**src/hw/pmi_pkg.sv**
```systemverilog
// Package: register addresses, field positions and reset values of the power management block
package pmi_pkg;
    localparam logic [7:0] ADDR_POWER_CONTROL     = 8'hC5;
    localparam logic [7:0] ADDR_UNLOCK_KEY        = 8'hC1;
    localparam logic [7:0] ADDR_PSM_ENABLE        = 8'hEC;
    localparam logic [7:0] ADDR_PERIPHERAL_CONFIG = 8'hF4;
    localparam logic [7:0] ADDR_BATTERY_SWITCH    = 8'hF5;
    localparam logic [7:0] ADDR_PSM_FLAGS         = 8'hF8;
    localparam logic [7:0] ADDR_SCRATCH_A         = 8'hFB;
    localparam logic [7:0] ADDR_SCRATCH_B         = 8'hFC;
    localparam logic [7:0] ADDR_SCRATCH_C         = 8'hFD;
    localparam logic [7:0] ADDR_SCRATCH_D         = 8'hFE;
    localparam logic [7:0] ADDR_PIN_CONFIG        = 8'hFF;

    localparam logic [7:0] UNLOCK_VALUE           = 8'hEA;

    // Flag bit positions
    localparam int BIT_SUPPLY_RESTORED = 7;
    localparam int BIT_PSM_SUMMARY     = 6;
    localparam int BIT_VOLTAGE_SAG     = 5;
    localparam int BIT_DC_INPUT_ADC    = 3;
    localparam int BIT_BATTERY_MONITOR = 2;
    localparam int BIT_SWITCHOVER      = 1;
    localparam int BIT_DC_INPUT_LOW    = 0;

    // Writable masks: flag bit 4, enable bits 6 and 4, pin config bits 7 and 4 are reserved
    localparam logic [7:0] FLAG_MASK       = 8'hEF;
    localparam logic [7:0] ENABLE_MASK     = 8'hAF;
    localparam logic [7:0] PIN_CONFIG_MASK = 8'h6F;
    localparam logic [7:0] BATTERY_MASK    = 8'h03;

    // Reset values
    localparam logic [7:0] RST_FLAGS       = 8'h00;
    localparam logic [7:0] RST_ENABLE      = 8'h00;
    localparam logic [7:0] RST_PIN_CONFIG  = 8'h00;
    localparam logic [7:0] RST_PERIPHERAL  = 8'h60;
    localparam logic [7:0] RST_BATTERY     = 8'h00;
    localparam logic [7:0] RST_POWER_CTRL  = 8'h00;
    localparam logic [7:0] RST_SCRATCH     = 8'h00;
    localparam logic [7:0] RST_KEY         = 8'h00;

    // Pin config field positions
    localparam int CALIB_LSB    = 5;
    localparam int EXT_B_LSB    = 1;
    localparam int EXT_A_BIT    = 0;

    typedef enum logic [1:0] {
        PMI_CAL_1HZ    = 2'b00,
        PMI_CAL_512HZ  = 2'b01,
        PMI_CAL_500HZ  = 2'b10,
        PMI_CAL_16KHZ  = 2'b11
    } pmi_calib_e;
endpackage : pmi_pkg

```
**src/hw/pmi_power_mgmt.sv**
```systemverilog
// Power management flags, enables, key-protected pin configuration and scratch registers
`timescale 1ns/1ps
// Operation
// - Registers are byte-wide processor special function registers at fixed addresses.
// - Bits 6:5 of pin config select calibration window and output frequency.
// - Pin config writes take effect only while key register holds unlock value.
// - Flag 7 sets when switched supply returns from battery to main supply.
// - Flag 6 sets when any enabled power-saving interrupt condition occurs.
// - Flag 5 sets on a line voltage sag reported by measurement engine.
// - Flag 3 sets on DC-input delta change or new DC-input measurement.
// - Flag 2 sets on battery below threshold or new battery measurement.
// - Flag 1 sets when switched supply moves from main supply to battery.
// - Each source has an enable at its flag position gating the summary flag.
module pmi_power_mgmt (
    input  wire logic       clk,
    input  wire logic       rst,
    input  wire logic [7:0] sfr_addr,
    input  wire logic       sfr_wr,
    input  wire logic [7:0] sfr_wdata,
    input  wire logic       sfr_rd,
    output logic      [7:0] sfr_rdata,
    input  wire logic       bit_wr,
    input  wire logic [7:0] bit_addr,
    input  wire logic       bit_wdata,
    input  wire logic       supply_source_main,
    input  wire logic       sag_event,
    input  wire logic       dc_input_delta_event,
    input  wire logic       dc_input_ready,
    input  wire logic       battery_low_event,
    input  wire logic       battery_ready,
    input  wire logic       dc_input_low_event,
    output logic            psm_summary_flag,
    output logic      [1:0] calib_freq_select,
    output logic      [2:0] ext_irq_b_function,
    output logic            ext_irq_a_function,
    output logic            ext_irq_a_enable,
    output logic            ext_irq_b_enable,
    output logic            battery_control_input,
    output logic      [7:0] battery_switch_config,
    output logic      [7:0] power_control
);
    logic [7:0] psm_interrupt_flags;
    logic [7:0] psm_interrupt_enable;
    logic [7:0] pin_function_config;
    logic [7:0] peripheral_config;
    logic [7:0] unlock_key_reg;
    logic [7:0] scratch_pad [4];
    logic [7:0] set_vec;
    logic [7:0] clr_vec;
    logic       supply_main_q;
    logic       unlocked;
    logic       next_summary;

    // Byte write strobe for one address
    function automatic logic wr_hit(input logic [7:0] a, input logic [7:0] target);
        wr_hit = sfr_wr && (a == target);
    endfunction : wr_hit

    // Open for as long as the key holds the value; a protected write does not consume it
    assign unlocked = (unlock_key_reg == pmi_pkg::UNLOCK_VALUE);

    // Supply source history for edge detection; starts on main supply
    always_ff @(posedge clk or posedge rst) begin
        if (rst) begin
            supply_main_q <= 1'b1;
        end else begin
            supply_main_q <= supply_source_main;
        end
    end

    // Summary flag sets from an enabled source event, on the same clock edge as the source flag
    always_comb begin
        set_vec = 8'h00;
        set_vec[pmi_pkg::BIT_SUPPLY_RESTORED] = supply_source_main && !supply_main_q;
        set_vec[pmi_pkg::BIT_VOLTAGE_SAG]     = sag_event;
        set_vec[pmi_pkg::BIT_DC_INPUT_ADC]    = dc_input_delta_event || dc_input_ready;
        set_vec[pmi_pkg::BIT_BATTERY_MONITOR] = battery_low_event || battery_ready;
        set_vec[pmi_pkg::BIT_SWITCHOVER]      = !supply_source_main && supply_main_q;
        set_vec[pmi_pkg::BIT_DC_INPUT_LOW]    = dc_input_low_event;
        next_summary = |(set_vec & psm_interrupt_enable & pmi_pkg::ENABLE_MASK);
        set_vec[pmi_pkg::BIT_PSM_SUMMARY]     = next_summary;
    end

    // Clear by writing zero, byte-wide or single bit; reserved bit 4 is never stored
    always_comb begin
        clr_vec = 8'h00;
        if (wr_hit(sfr_addr, pmi_pkg::ADDR_PSM_FLAGS)) begin
            clr_vec = ~sfr_wdata & pmi_pkg::FLAG_MASK;
        end
        if (bit_wr && !bit_wdata && bit_addr[7:3] == pmi_pkg::ADDR_PSM_FLAGS[7:3]) begin
            clr_vec[bit_addr[2:0]] = pmi_pkg::FLAG_MASK[bit_addr[2:0]];
        end
    end

    // Reserved flag bit has no storage, so no write can ever leave it set
    genvar gi;
    generate
        for (gi = 0; gi < 8; gi++) begin : g_flag
            if (pmi_pkg::FLAG_MASK[gi]) begin : g_live
                pmi_flag_bit u_flag (
                    .clk       (clk),
                    .rst       (rst),
                    .set_event (set_vec[gi]),
                    .clear_req (clr_vec[gi]),
                    .flag      (psm_interrupt_flags[gi])
                );
            end else begin : g_rsvd
                assign psm_interrupt_flags[gi] = 1'b0;
            end
        end
    endgenerate

    // Reserved enable bits are dropped on write so they always read back zero
    always_ff @(posedge clk or posedge rst) begin
        if (rst) begin
            psm_interrupt_enable <= pmi_pkg::RST_ENABLE;
        end else if (wr_hit(sfr_addr, pmi_pkg::ADDR_PSM_ENABLE)) begin
            psm_interrupt_enable <= sfr_wdata & pmi_pkg::ENABLE_MASK;
        end
    end

    // Plain register; any value other than the unlock value locks the pin config again
    always_ff @(posedge clk or posedge rst) begin
        if (rst) begin
            unlock_key_reg <= pmi_pkg::RST_KEY;
        end else if (wr_hit(sfr_addr, pmi_pkg::ADDR_UNLOCK_KEY)) begin
            unlock_key_reg <= sfr_wdata;
        end
    end

    // Protects calibration timing from runaway code; the write itself leaves the key alone
    always_ff @(posedge clk or posedge rst) begin
        if (rst) begin
            pin_function_config <= pmi_pkg::RST_PIN_CONFIG;
        end else if (wr_hit(sfr_addr, pmi_pkg::ADDR_PIN_CONFIG) && unlocked) begin
            pin_function_config <= sfr_wdata & pmi_pkg::PIN_CONFIG_MASK;
        end
    end

    // Storage only; of the battery register just the switchover field is kept
    always_ff @(posedge clk or posedge rst) begin
        if (rst) begin
            peripheral_config     <= pmi_pkg::RST_PERIPHERAL;
            battery_switch_config <= pmi_pkg::RST_BATTERY;
            power_control         <= pmi_pkg::RST_POWER_CTRL;
        end else begin
            if (wr_hit(sfr_addr, pmi_pkg::ADDR_PERIPHERAL_CONFIG)) begin
                peripheral_config <= sfr_wdata;
            end
            if (wr_hit(sfr_addr, pmi_pkg::ADDR_BATTERY_SWITCH)) begin
                battery_switch_config <= sfr_wdata & pmi_pkg::BATTERY_MASK;
            end
            if (wr_hit(sfr_addr, pmi_pkg::ADDR_POWER_CONTROL)) begin
                power_control <= sfr_wdata;
            end
        end
    end

    // The range check keeps the two-bit index cast from aliasing other addresses
    always_ff @(posedge clk or posedge rst) begin
        if (rst) begin
            for (int i = 0; i < 4; i++) begin
                scratch_pad[i] <= pmi_pkg::RST_SCRATCH;
            end
        end else if (sfr_wr && sfr_addr >= pmi_pkg::ADDR_SCRATCH_A && sfr_addr <= pmi_pkg::ADDR_SCRATCH_D) begin
            scratch_pad[2'(sfr_addr - pmi_pkg::ADDR_SCRATCH_A)] <= sfr_wdata;
        end
    end

    // Registered outputs: summary flag and the outputs decoded from the pin configuration
    always_ff @(posedge clk or posedge rst) begin
        if (rst) begin
            psm_summary_flag      <= 1'b0;
            calib_freq_select     <= pmi_pkg::PMI_CAL_1HZ;
            ext_irq_b_function    <= 3'h0;
            ext_irq_a_function    <= 1'b0;
            ext_irq_a_enable      <= 1'b0;
            ext_irq_b_enable      <= 1'b0;
            battery_control_input <= 1'b0;
        end else begin
            // Mirrors the next value of flag 6 so the output and the flag move together
            psm_summary_flag      <= set_vec[pmi_pkg::BIT_PSM_SUMMARY]
                                     || (psm_interrupt_flags[pmi_pkg::BIT_PSM_SUMMARY]
                                         && !clr_vec[pmi_pkg::BIT_PSM_SUMMARY]);
            calib_freq_select     <= pin_function_config[pmi_pkg::CALIB_LSB +: 2];
            ext_irq_b_function    <= pin_function_config[pmi_pkg::EXT_B_LSB +: 3];
            ext_irq_a_function    <= pin_function_config[pmi_pkg::EXT_A_BIT];
            ext_irq_a_enable      <= pin_function_config[pmi_pkg::EXT_A_BIT];
            ext_irq_b_enable      <= pin_function_config[pmi_pkg::EXT_B_LSB + 2]
                                     && pin_function_config[pmi_pkg::EXT_B_LSB + 1];
            battery_control_input <= pin_function_config[pmi_pkg::EXT_B_LSB +: 2] == 2'b01;
        end
    end

    // Read data registered; unmapped addresses read zero
    always_ff @(posedge clk or posedge rst) begin
        if (rst) begin
            sfr_rdata <= 8'h00;
        end else if (sfr_rd) begin
            case (sfr_addr)
                pmi_pkg::ADDR_PSM_FLAGS:         sfr_rdata <= psm_interrupt_flags;
                pmi_pkg::ADDR_PSM_ENABLE:        sfr_rdata <= psm_interrupt_enable;
                pmi_pkg::ADDR_PIN_CONFIG:        sfr_rdata <= pin_function_config;
                pmi_pkg::ADDR_UNLOCK_KEY:        sfr_rdata <= unlock_key_reg;
                pmi_pkg::ADDR_PERIPHERAL_CONFIG: sfr_rdata <= peripheral_config;
                pmi_pkg::ADDR_BATTERY_SWITCH:    sfr_rdata <= battery_switch_config;
                pmi_pkg::ADDR_POWER_CONTROL:     sfr_rdata <= power_control;
                pmi_pkg::ADDR_SCRATCH_A:         sfr_rdata <= scratch_pad[0];
                pmi_pkg::ADDR_SCRATCH_B:         sfr_rdata <= scratch_pad[1];
                pmi_pkg::ADDR_SCRATCH_C:         sfr_rdata <= scratch_pad[2];
                pmi_pkg::ADDR_SCRATCH_D:         sfr_rdata <= scratch_pad[3];
                default:                         sfr_rdata <= 8'h00;
            endcase
        end
    end
endmodule : pmi_power_mgmt

```
**src/hw/pmi_flag_bit.sv**
```systemverilog
// One sticky flag: hardware set wins over software clear
`timescale 1ns/1ps
module pmi_flag_bit (
    input  wire logic clk,
    input  wire logic rst,
    input  wire logic set_event,
    input  wire logic clear_req,
    output logic      flag
);
    always_ff @(posedge clk or posedge rst) begin
        if (rst) begin
            flag <= 1'b0;
        end else if (set_event) begin
            flag <= 1'b1;
        end else if (clear_req) begin
            flag <= 1'b0;
        end
    end
endmodule : pmi_flag_bit

```
**config.mk**
```make
export PLATFORM = sky130hd
export DESIGN_NAME = pmi_power_mgmt
export DESIGN_NICKNAME = d
export VERILOG_FILES = /design/src/hw/pmi_pkg.sv /design/src/hw/pmi_power_mgmt.sv /design/src/hw/pmi_flag_bit.sv
export SDC_FILE = /design/constraint.sdc
export NUM_CORES = 1
export LEC_CHECK = 0
export BUFFER_PORTS_ARGS = -buffer_cell sky130_fd_sc_hd__buf_2
export CAP_MARGIN = 20
export CORE_MARGIN = 8
export CORE_UTILIZATION = 50
export CTS_CLUSTER_DIAMETER = 50
export DETAILED_ROUTE_END_ITERATION = 10
export GPL_ROUTABILITY_DRIVEN = 1
export GPL_TIMING_DRIVEN = 0
export PLACE_DENSITY_LB_ADDON = 0.25
export SYNTH_ARGS = -nofsm -noshare
export SYNTH_HDL_FRONTEND = slang
export SYNTH_HIERARCHICAL = 1
export SYNTH_SLANG_ARGS = --single-unit
```
**constraint.sdc**
```tcl
create_clock -name clk -period 3.1 [get_ports clk]
set_input_delay 0 -clock clk [delete_from_list [all_inputs] [get_ports clk]]
set_output_delay 0 -clock clk [all_outputs]
set_load 0.02 [all_outputs]
```
---- After elaboration in Yosys (flattened, before gate mapping) ----
Memory sizes are Yosys's and may differ from the RTL's.
Index checks and enable logic that the tools add are counted.
word-level totals
  register bits after elaboration ......... 95
  memories kept ........................... 1
  ROM bits ................................ 8
  RAM bits ................................ 0
  latch bits .............................. 0
  word-level logic and storage cells ...... 107
  input port bits ......................... 37
operators by class
  multipliers ............................. 0
  equal/unequal tests ..................... 14
  shifts and indexed selects .............. 0
  add/subtract/negate cells ............... 1
  reductions and logical operators ........ 33
  bitwise gates (word level) .............. 3
  muxes and demuxes ....................... 24
  divide/modulo/power cells ............... 0
  magnitude comparators ................... 6
memories
  name             depth  width  read ports  clocked after memory_dff  write ports  RTL line              RTL
  (no name shown)  8      1      1           0                         0            pmi_power_mgmt.sv:91  clr_vec[bit_addr[2:0]] = pmi_pkg::FLAG_MASK[bit_addr[2:0]];
operators with widths
  kind                 count
  $eq 8x8->1 const B   12
  $pmux 8 s11          1
  $bwmux 32            1
  $mux 8               3
  $logic_and 1x1->1    18
  $demux 8 s2          1
  $mux 1               16
  $reduce_bool 2->1    7
  $and 8x8->8          1
  $bwmux 8             1
  $ge 8x8->1 const B   1
  $le 8x8->1 const B   1
  $not 8->8            1
  $reduce_or 6->1      1
  $eq 5x5->1 const B   1
  $logic_not 1->1      4
  $lt 3x4->1 const B   1
  $demux 1 s3          1
  $ge 3x1->1 const B   1
  $ge 3x3->1 const B   1
  $logic_or 1x1->1     3
  $lt 3x1->1 const B   1
  $not 2->3            1
  $eq 2x1->1 const B   1
  $sub 2x2->2 const B  1

---- Logic depth before layout (Yosys ltp) ----
  word-level depth ........................ 9
  depth in mapped cells ................... 7

---- Hierarchy ----
Netlist, hierarchy kept.
by module, submodules not included
  module          area an instance (um^2)  seq. area each (um^2)  cells an instance  times used
  pmi_power_mgmt  4361.7                   2205.9                 341                1
  pmi_flag_bit    40.0                     25.0                   4                  7

---- Least setup slack after synthesis ----
No wires, ideal clock.
  path kind ............................... reg-to-reg
  from .................................... register unlock_key_reg[4]
  to ...................................... register pin_function_config[0]
  clock period less this slack ............ 1.539 ns
  buffers on the path ..................... 1
  arrival ................................. 1.414 ns
  cell stages (with the launch flop) ...... 6
  required time ........................... 2.975 ns
  setup slack ............................. 1.561 ns
  cells stage by stage .................... dfrtp_1 nor4bb_1 nor4bb_1 and3_1 buf_2 mux2_2
between the ends
  longest elaborated chain between the ends .. 2
RTL lines
  element                 RTL line               RTL
  start, declared         pmi_power_mgmt.sv:46   logic [7:0] unlock_key_reg;
  start signal, assigned  pmi_power_mgmt.sv:125  unlock_key_reg <= pmi_pkg::RST_KEY;
  start signal, assigned  pmi_power_mgmt.sv:127  unlock_key_reg <= sfr_wdata;
  $eq 8x8->1              pmi_power_mgmt.sv:60   assign unlocked = (unlock_key_reg == pmi_pkg::UNLOCK_VALUE);
  $logic_and 1x1->1       pmi_power_mgmt.sv:135  end else if (wr_hit(sfr_addr, pmi_pkg::ADDR_PIN_CONFIG) && unlocked) begin
  end signal, assigned    pmi_power_mgmt.sv:134  pin_function_config <= pmi_pkg::RST_PIN_CONFIG;
  end signal, assigned    pmi_power_mgmt.sv:136  pin_function_config <= sfr_wdata & pmi_pkg::PIN_CONFIG_MASK;
  end, declared           pmi_power_mgmt.sv:44   logic [7:0] pin_function_config;
Every way passes these cells.
A chain may end at the register's enable or synchronous reset.

---- Worst setup path in the final report ----
  from .................................... register unlock_key_reg[4]
  to ...................................... register pin_function_config[6]
Same word-level chain as after synthesis.

==> insert_results.sql <==
INSERT INTO impl_metrics (metric_group, metric, value, unit) VALUES
('timing', 'max_slew_vio_count', '0', ''),
('grt', 'globalRouteOverflowTotal', '0', ''),
('layout', 'regMostFlops', 'scratch_pad', ''),
('floorplanning', 'die_height', '112', 'um'),
('timing', 'period_minus_slack', '1.89', 'ns'),
('min_path', 'min_path_type', 'input port to register', ''),
('drt', 'drt-initial-drc-count', '203', ''),
('job', 'drv.max_cap_violation_count', '0', ''),
('setup_path', 'cpMostUsedCell', 'sky130_fd_sc_hd__nor4bb_1', ''),
('layout', 'drive_gt1_share', '41.3', '%'),
('grt', 'globalRouteTotalUtil', '19.8', '%'),
('setup_path', 'cp_num_buf_inv', '1', ''),
('clock_network', 'cts-buffers-inserted', '9', ''),
('clock_network', 'clk_latency', '0.37', 'ns'),
('drt', 'dr.max_layer_used', 'met4', ''),
('setup_path', 'arrival', '2.14', 'ns'),
('drt', 'dr_wl_met3', '851', 'um'),
('setup_path', 'worst_path_max_delay_cell', 'sky130_fd_sc_hd__dfrtp_1', ''),
('setup_path', 'cp_max_fo', '6', ''),
('setup_path', 'path_cells', 'nor4bb_1 > nor4bb_1 > and3_1 > buf_2 > mux2_2', ''),
('pwr', 'peakVddDrop', '206', 'uV'),
('yosys', 'synth_top_cell_by_area', 'sky130_fd_sc_hd__dfrtp_1', ''),
('yosys', 'netlist_top_cells_area', 'sky130_fd_sc_hd__dfrtp_1 (50%), sky130_fd_sc_hd__mux2_2 (18%), sky130_fd_sc_hd__mux4_2 (2.4%)', ''),
('timing', 'setup_viol', '0', ''),
('setup_path', 'timing.critical_path.from_type', 'register', ''),
('floorplanning', 'design.core.area', '9110', 'sq um'),
('yosys', 'syn_avg_cell_area', '12.6', 'sq um'),
('pwr', 'power_density_of_the_placed_cells', '430', 'nW/um^2'),
('timing', 'final_hold_viol_count', '0', ''),
('drt', 'via_per_inst', '5.95', ''),
('yosys', 'yosys_warnings', '6', ''),
('layout', 'nets', '495', ''),
('pwr', 'power.share.switching', '26.0', '%'),
('yosys', 'synthesis.instances', '369', ''),
('grt', 'initial_antenna_violation_count', '0', ''),
('yosys', 'synth-async-reset-ratio', '100', '%'),
('yosys', 'netlist_cell_types', '61', ''),
('clock_network', 'clk_pin_slew', '0.09', 'ns'),
('yosys', 'synth.ff_latch_count', '95', ''),
('drt', 'detail_route.wl_per_cell', '21.3', 'um'),
('timing', 'timing.max_slew.rel_slack', '53.5', '%'),
('yosys', 'synthFlopType', 'sky130_fd_sc_hd__dfrtp_1', ''),
('layout', 'largest_register_ffs', '32', ''),
('clock_network', 'cts_tree', 'yes', ''),
('yosys', 'synth.top_cells.by_count', 'sky130_fd_sc_hd__dfrtp_1 (92), sky130_fd_sc_hd__mux2_2 (73), sky130_fd_sc_hd__inv_1 (20)', ''),
('clock_network', 'htreeDepth', '3', ''),
('clock_network', 'buffer_depth_of_the_longest_clock_path', '2', ''),
('floorplanning', 'row_count', '35', ''),
('setup_path', 'cell_class_contributing_the_biggest_share_of_worst_path_delay', 'simple AND/OR/NAND/NOR gates', ''),
('timing', 'min_period_over_period', '61.1', '%'),
('pwr', 'seq_power_share', '56.1', '%'),
('setup_path', 'timing.critical_path.slowest_cell_delay', '0.40', 'ns'),
('pwr', 'net-switching-power', '0.000607', 'W'),
('timing', 'max_clock_freq', '0.528', 'GHz'),
('status', 'status', 'complete, no violations', ''),
('pwr', 'p_leak', '2.67', 'nW'),
('yosys', 'synth_enable_flop_cells', '0', ''),
('timing', 'worst_slack', '1.21', 'ns'),
('grt', 'grt_start_max_net_pins', '49', ''),
('placement', 'place.detailed.hpwl', '8.79', 'mm'),
('layout', 'final.fill_count', '778', ''),
('drt', 'vias', '3414', ''),
('pwr', 'p_clk_share', '32.9', '%'),
('drt', 'dr_drc_count', '0', ''),
('setup_path', 'timing.critical_path.required', '3.35', 'ns'),
('grt', 'first_global_vias', '3450', ''),
('layout', 'multi_input_comb_area', '2060', 'sq um'),
('timing', 'grt_setup_unrepaired', 'no', ''),
('clock_network', 'clk_root_buffer_cell', 'sky130_fd_sc_hd__clkbuf_8', ''),
('setup_path', 'setup.worst_path.end_class', 'register', ''),
('floorplanning', 'die-area', '12600', 'sq um');
per-stage QoR:
step	cell area [sq um]	std cells	util (%)	total power (W)
2_1_floorplan	4660	374	-	0.00148
3_3_place_gp	5100	545	56.0	0.00157
3_5_place_dp	5130	546	56.3	0.00158
4_1_cts	5430	574	59.6	0.00235
5_1_grt	5430	574	59.6	0.00242
6_report	5430	574	59.6	0.00234
cell usage in the layout, fill, tap and decap left out, types with 3 or more instances in the layout:
cell type	synthesis	routed
sky130_fd_sc_hd__dfstp_2	3	3
sky130_fd_sc_hd__buf_1	4	4
sky130_fd_sc_hd__mux2i_1	7	7
sky130_fd_sc_hd__conb_1	1	6
sky130_fd_sc_hd__and3_1	9	9
sky130_fd_sc_hd__nor2b_1	12	12
sky130_fd_sc_hd__nand2_1	13	13
sky130_fd_sc_hd__clkbuf_8	0	11
sky130_fd_sc_hd__o22ai_1	6	6
sky130_fd_sc_hd__clkbuf_1	5	5
sky130_fd_sc_hd__inv_1	20	19
sky130_fd_sc_hd__a32oi_1	6	6
sky130_fd_sc_hd__o221a_1	3	3
sky130_fd_sc_hd__nand2b_1	3	3
sky130_fd_sc_hd__mux4_2	5	5
sky130_fd_sc_hd__nand3_1	6	6
sky130_fd_sc_hd__a31oi_1	6	6
sky130_fd_sc_hd__mux2_2	73	73
sky130_fd_sc_hd__dlygate4sd3_1	0	12
sky130_fd_sc_hd__dfrtp_1	92	92
sky130_fd_sc_hd__a221oi_1	6	6
sky130_fd_sc_hd__o21ai_0	6	6
sky130_fd_sc_hd__buf_4	8	8
sky130_fd_sc_hd__a21o_1	7	7
sky130_fd_sc_hd__nand4_1	4	4
sky130_fd_sc_hd__a22oi_1	7	7
sky130_fd_sc_hd__and2_1	3	3
sky130_fd_sc_hd__clkinv_2	0	3
sky130_fd_sc_hd__buf_2	9	69
sky130_fd_sc_hd__nor4b_1	3	3
path summary, 6_finish.rpt:
| check | cells past startpoint | start | endpoint | slack (ns) |
|---|---|---|---|---|
| min in group asynchronous | 3 | rst | g_flag[1].g_live.u_flag/flag$_DFFE_PP0P_ | 0.09 |
| max in group asynchronous | 4 | rst | peripheral_config[6]$_DFFE_PP1P_ | 2.15 |
| min | 4 | battery_low_event | psm_summary_flag$_DFF_PP0_ | 0.009 |
| max reg2reg | 5 | unlock_key_reg[4]$_DFFE_PP0P_ | pin_function_config[6]$_DFFE_PP0P_ | 1.21 |
| max | 5 | unlock_key_reg[4]$_DFFE_PP0P_ | pin_function_config[6]$_DFFE_PP0P_ | 1.21 |
| min reg2reg | 0 | pin_function_config[0]$_DFFE_PP0P_ | ext_irq_a_enable$_DFF_PP0_ | 0.40 |
power groups by stage:
| stage | registers (W) | clock network (W) | logic, W |
|---|---|---|---|
| 3_5_place_dp | 0.00133 | 0 | 0.000247 |
| 3_3_place_gp | 0.00133 | 0 | 0.000236 |
| 6_report | 0.00131 | 0.000769 | 0.000258 |
| 4_1_cts | 0.00131 | 0.000781 | 0.000259 |
| 2_1_floorplan | 0.00134 | 0 | 0.000148 |
| 5_1_grt | 0.00132 | 0.000819 | 0.000281 |
final cells by class:
type	instances	area share, %
tap	111	2.56
buffer	28	2.74
inverter	20	1.43
clock buffer	11	2.79
sequential	95	43.8
multi-input combinational	231	37.8
clock inverter	5	0.576
timing repair buffer	73	8.25
layer usage:
layer	GRT usage, %	up-vias
li1	-	1531
met1	25.7	1732
met2	31.6	123
met3	4.19	28
met4	8.00	0
met5	0	-
worst reg2reg max path, cell delays in order (launching register included):
cell,delay (ns)
sky130_fd_sc_hd__dfrtp_1,0.40
sky130_fd_sc_hd__nor4bb_1,0.29
sky130_fd_sc_hd__nor4bb_1,0.32
sky130_fd_sc_hd__and3_1,0.19
sky130_fd_sc_hd__buf_2,0.22
sky130_fd_sc_hd__mux2_2,0.36
cell families (layout without fill, tap and decap cells):
family / Yosys count / in the layout / synth area share (%)
flip-flops: 95 / 95 / 51.3
multiplexers: 86 / 86 / 22.2
AND/OR/NAND/NOR: 76 / 76 / 10.9
AO/OA/AOI/OAI: 63 / 63 / 10.7
buffers and inverters: 48 / 137 / 4.82
other: 1 / 6 / 0.0808
repair_timing:
item	in CTS	in global routing
hold endpoints to repair	64	0
gates resized for setup	0	0
hold buffers	12	0
Note: power is estimated with default switching activity, not from simulation.
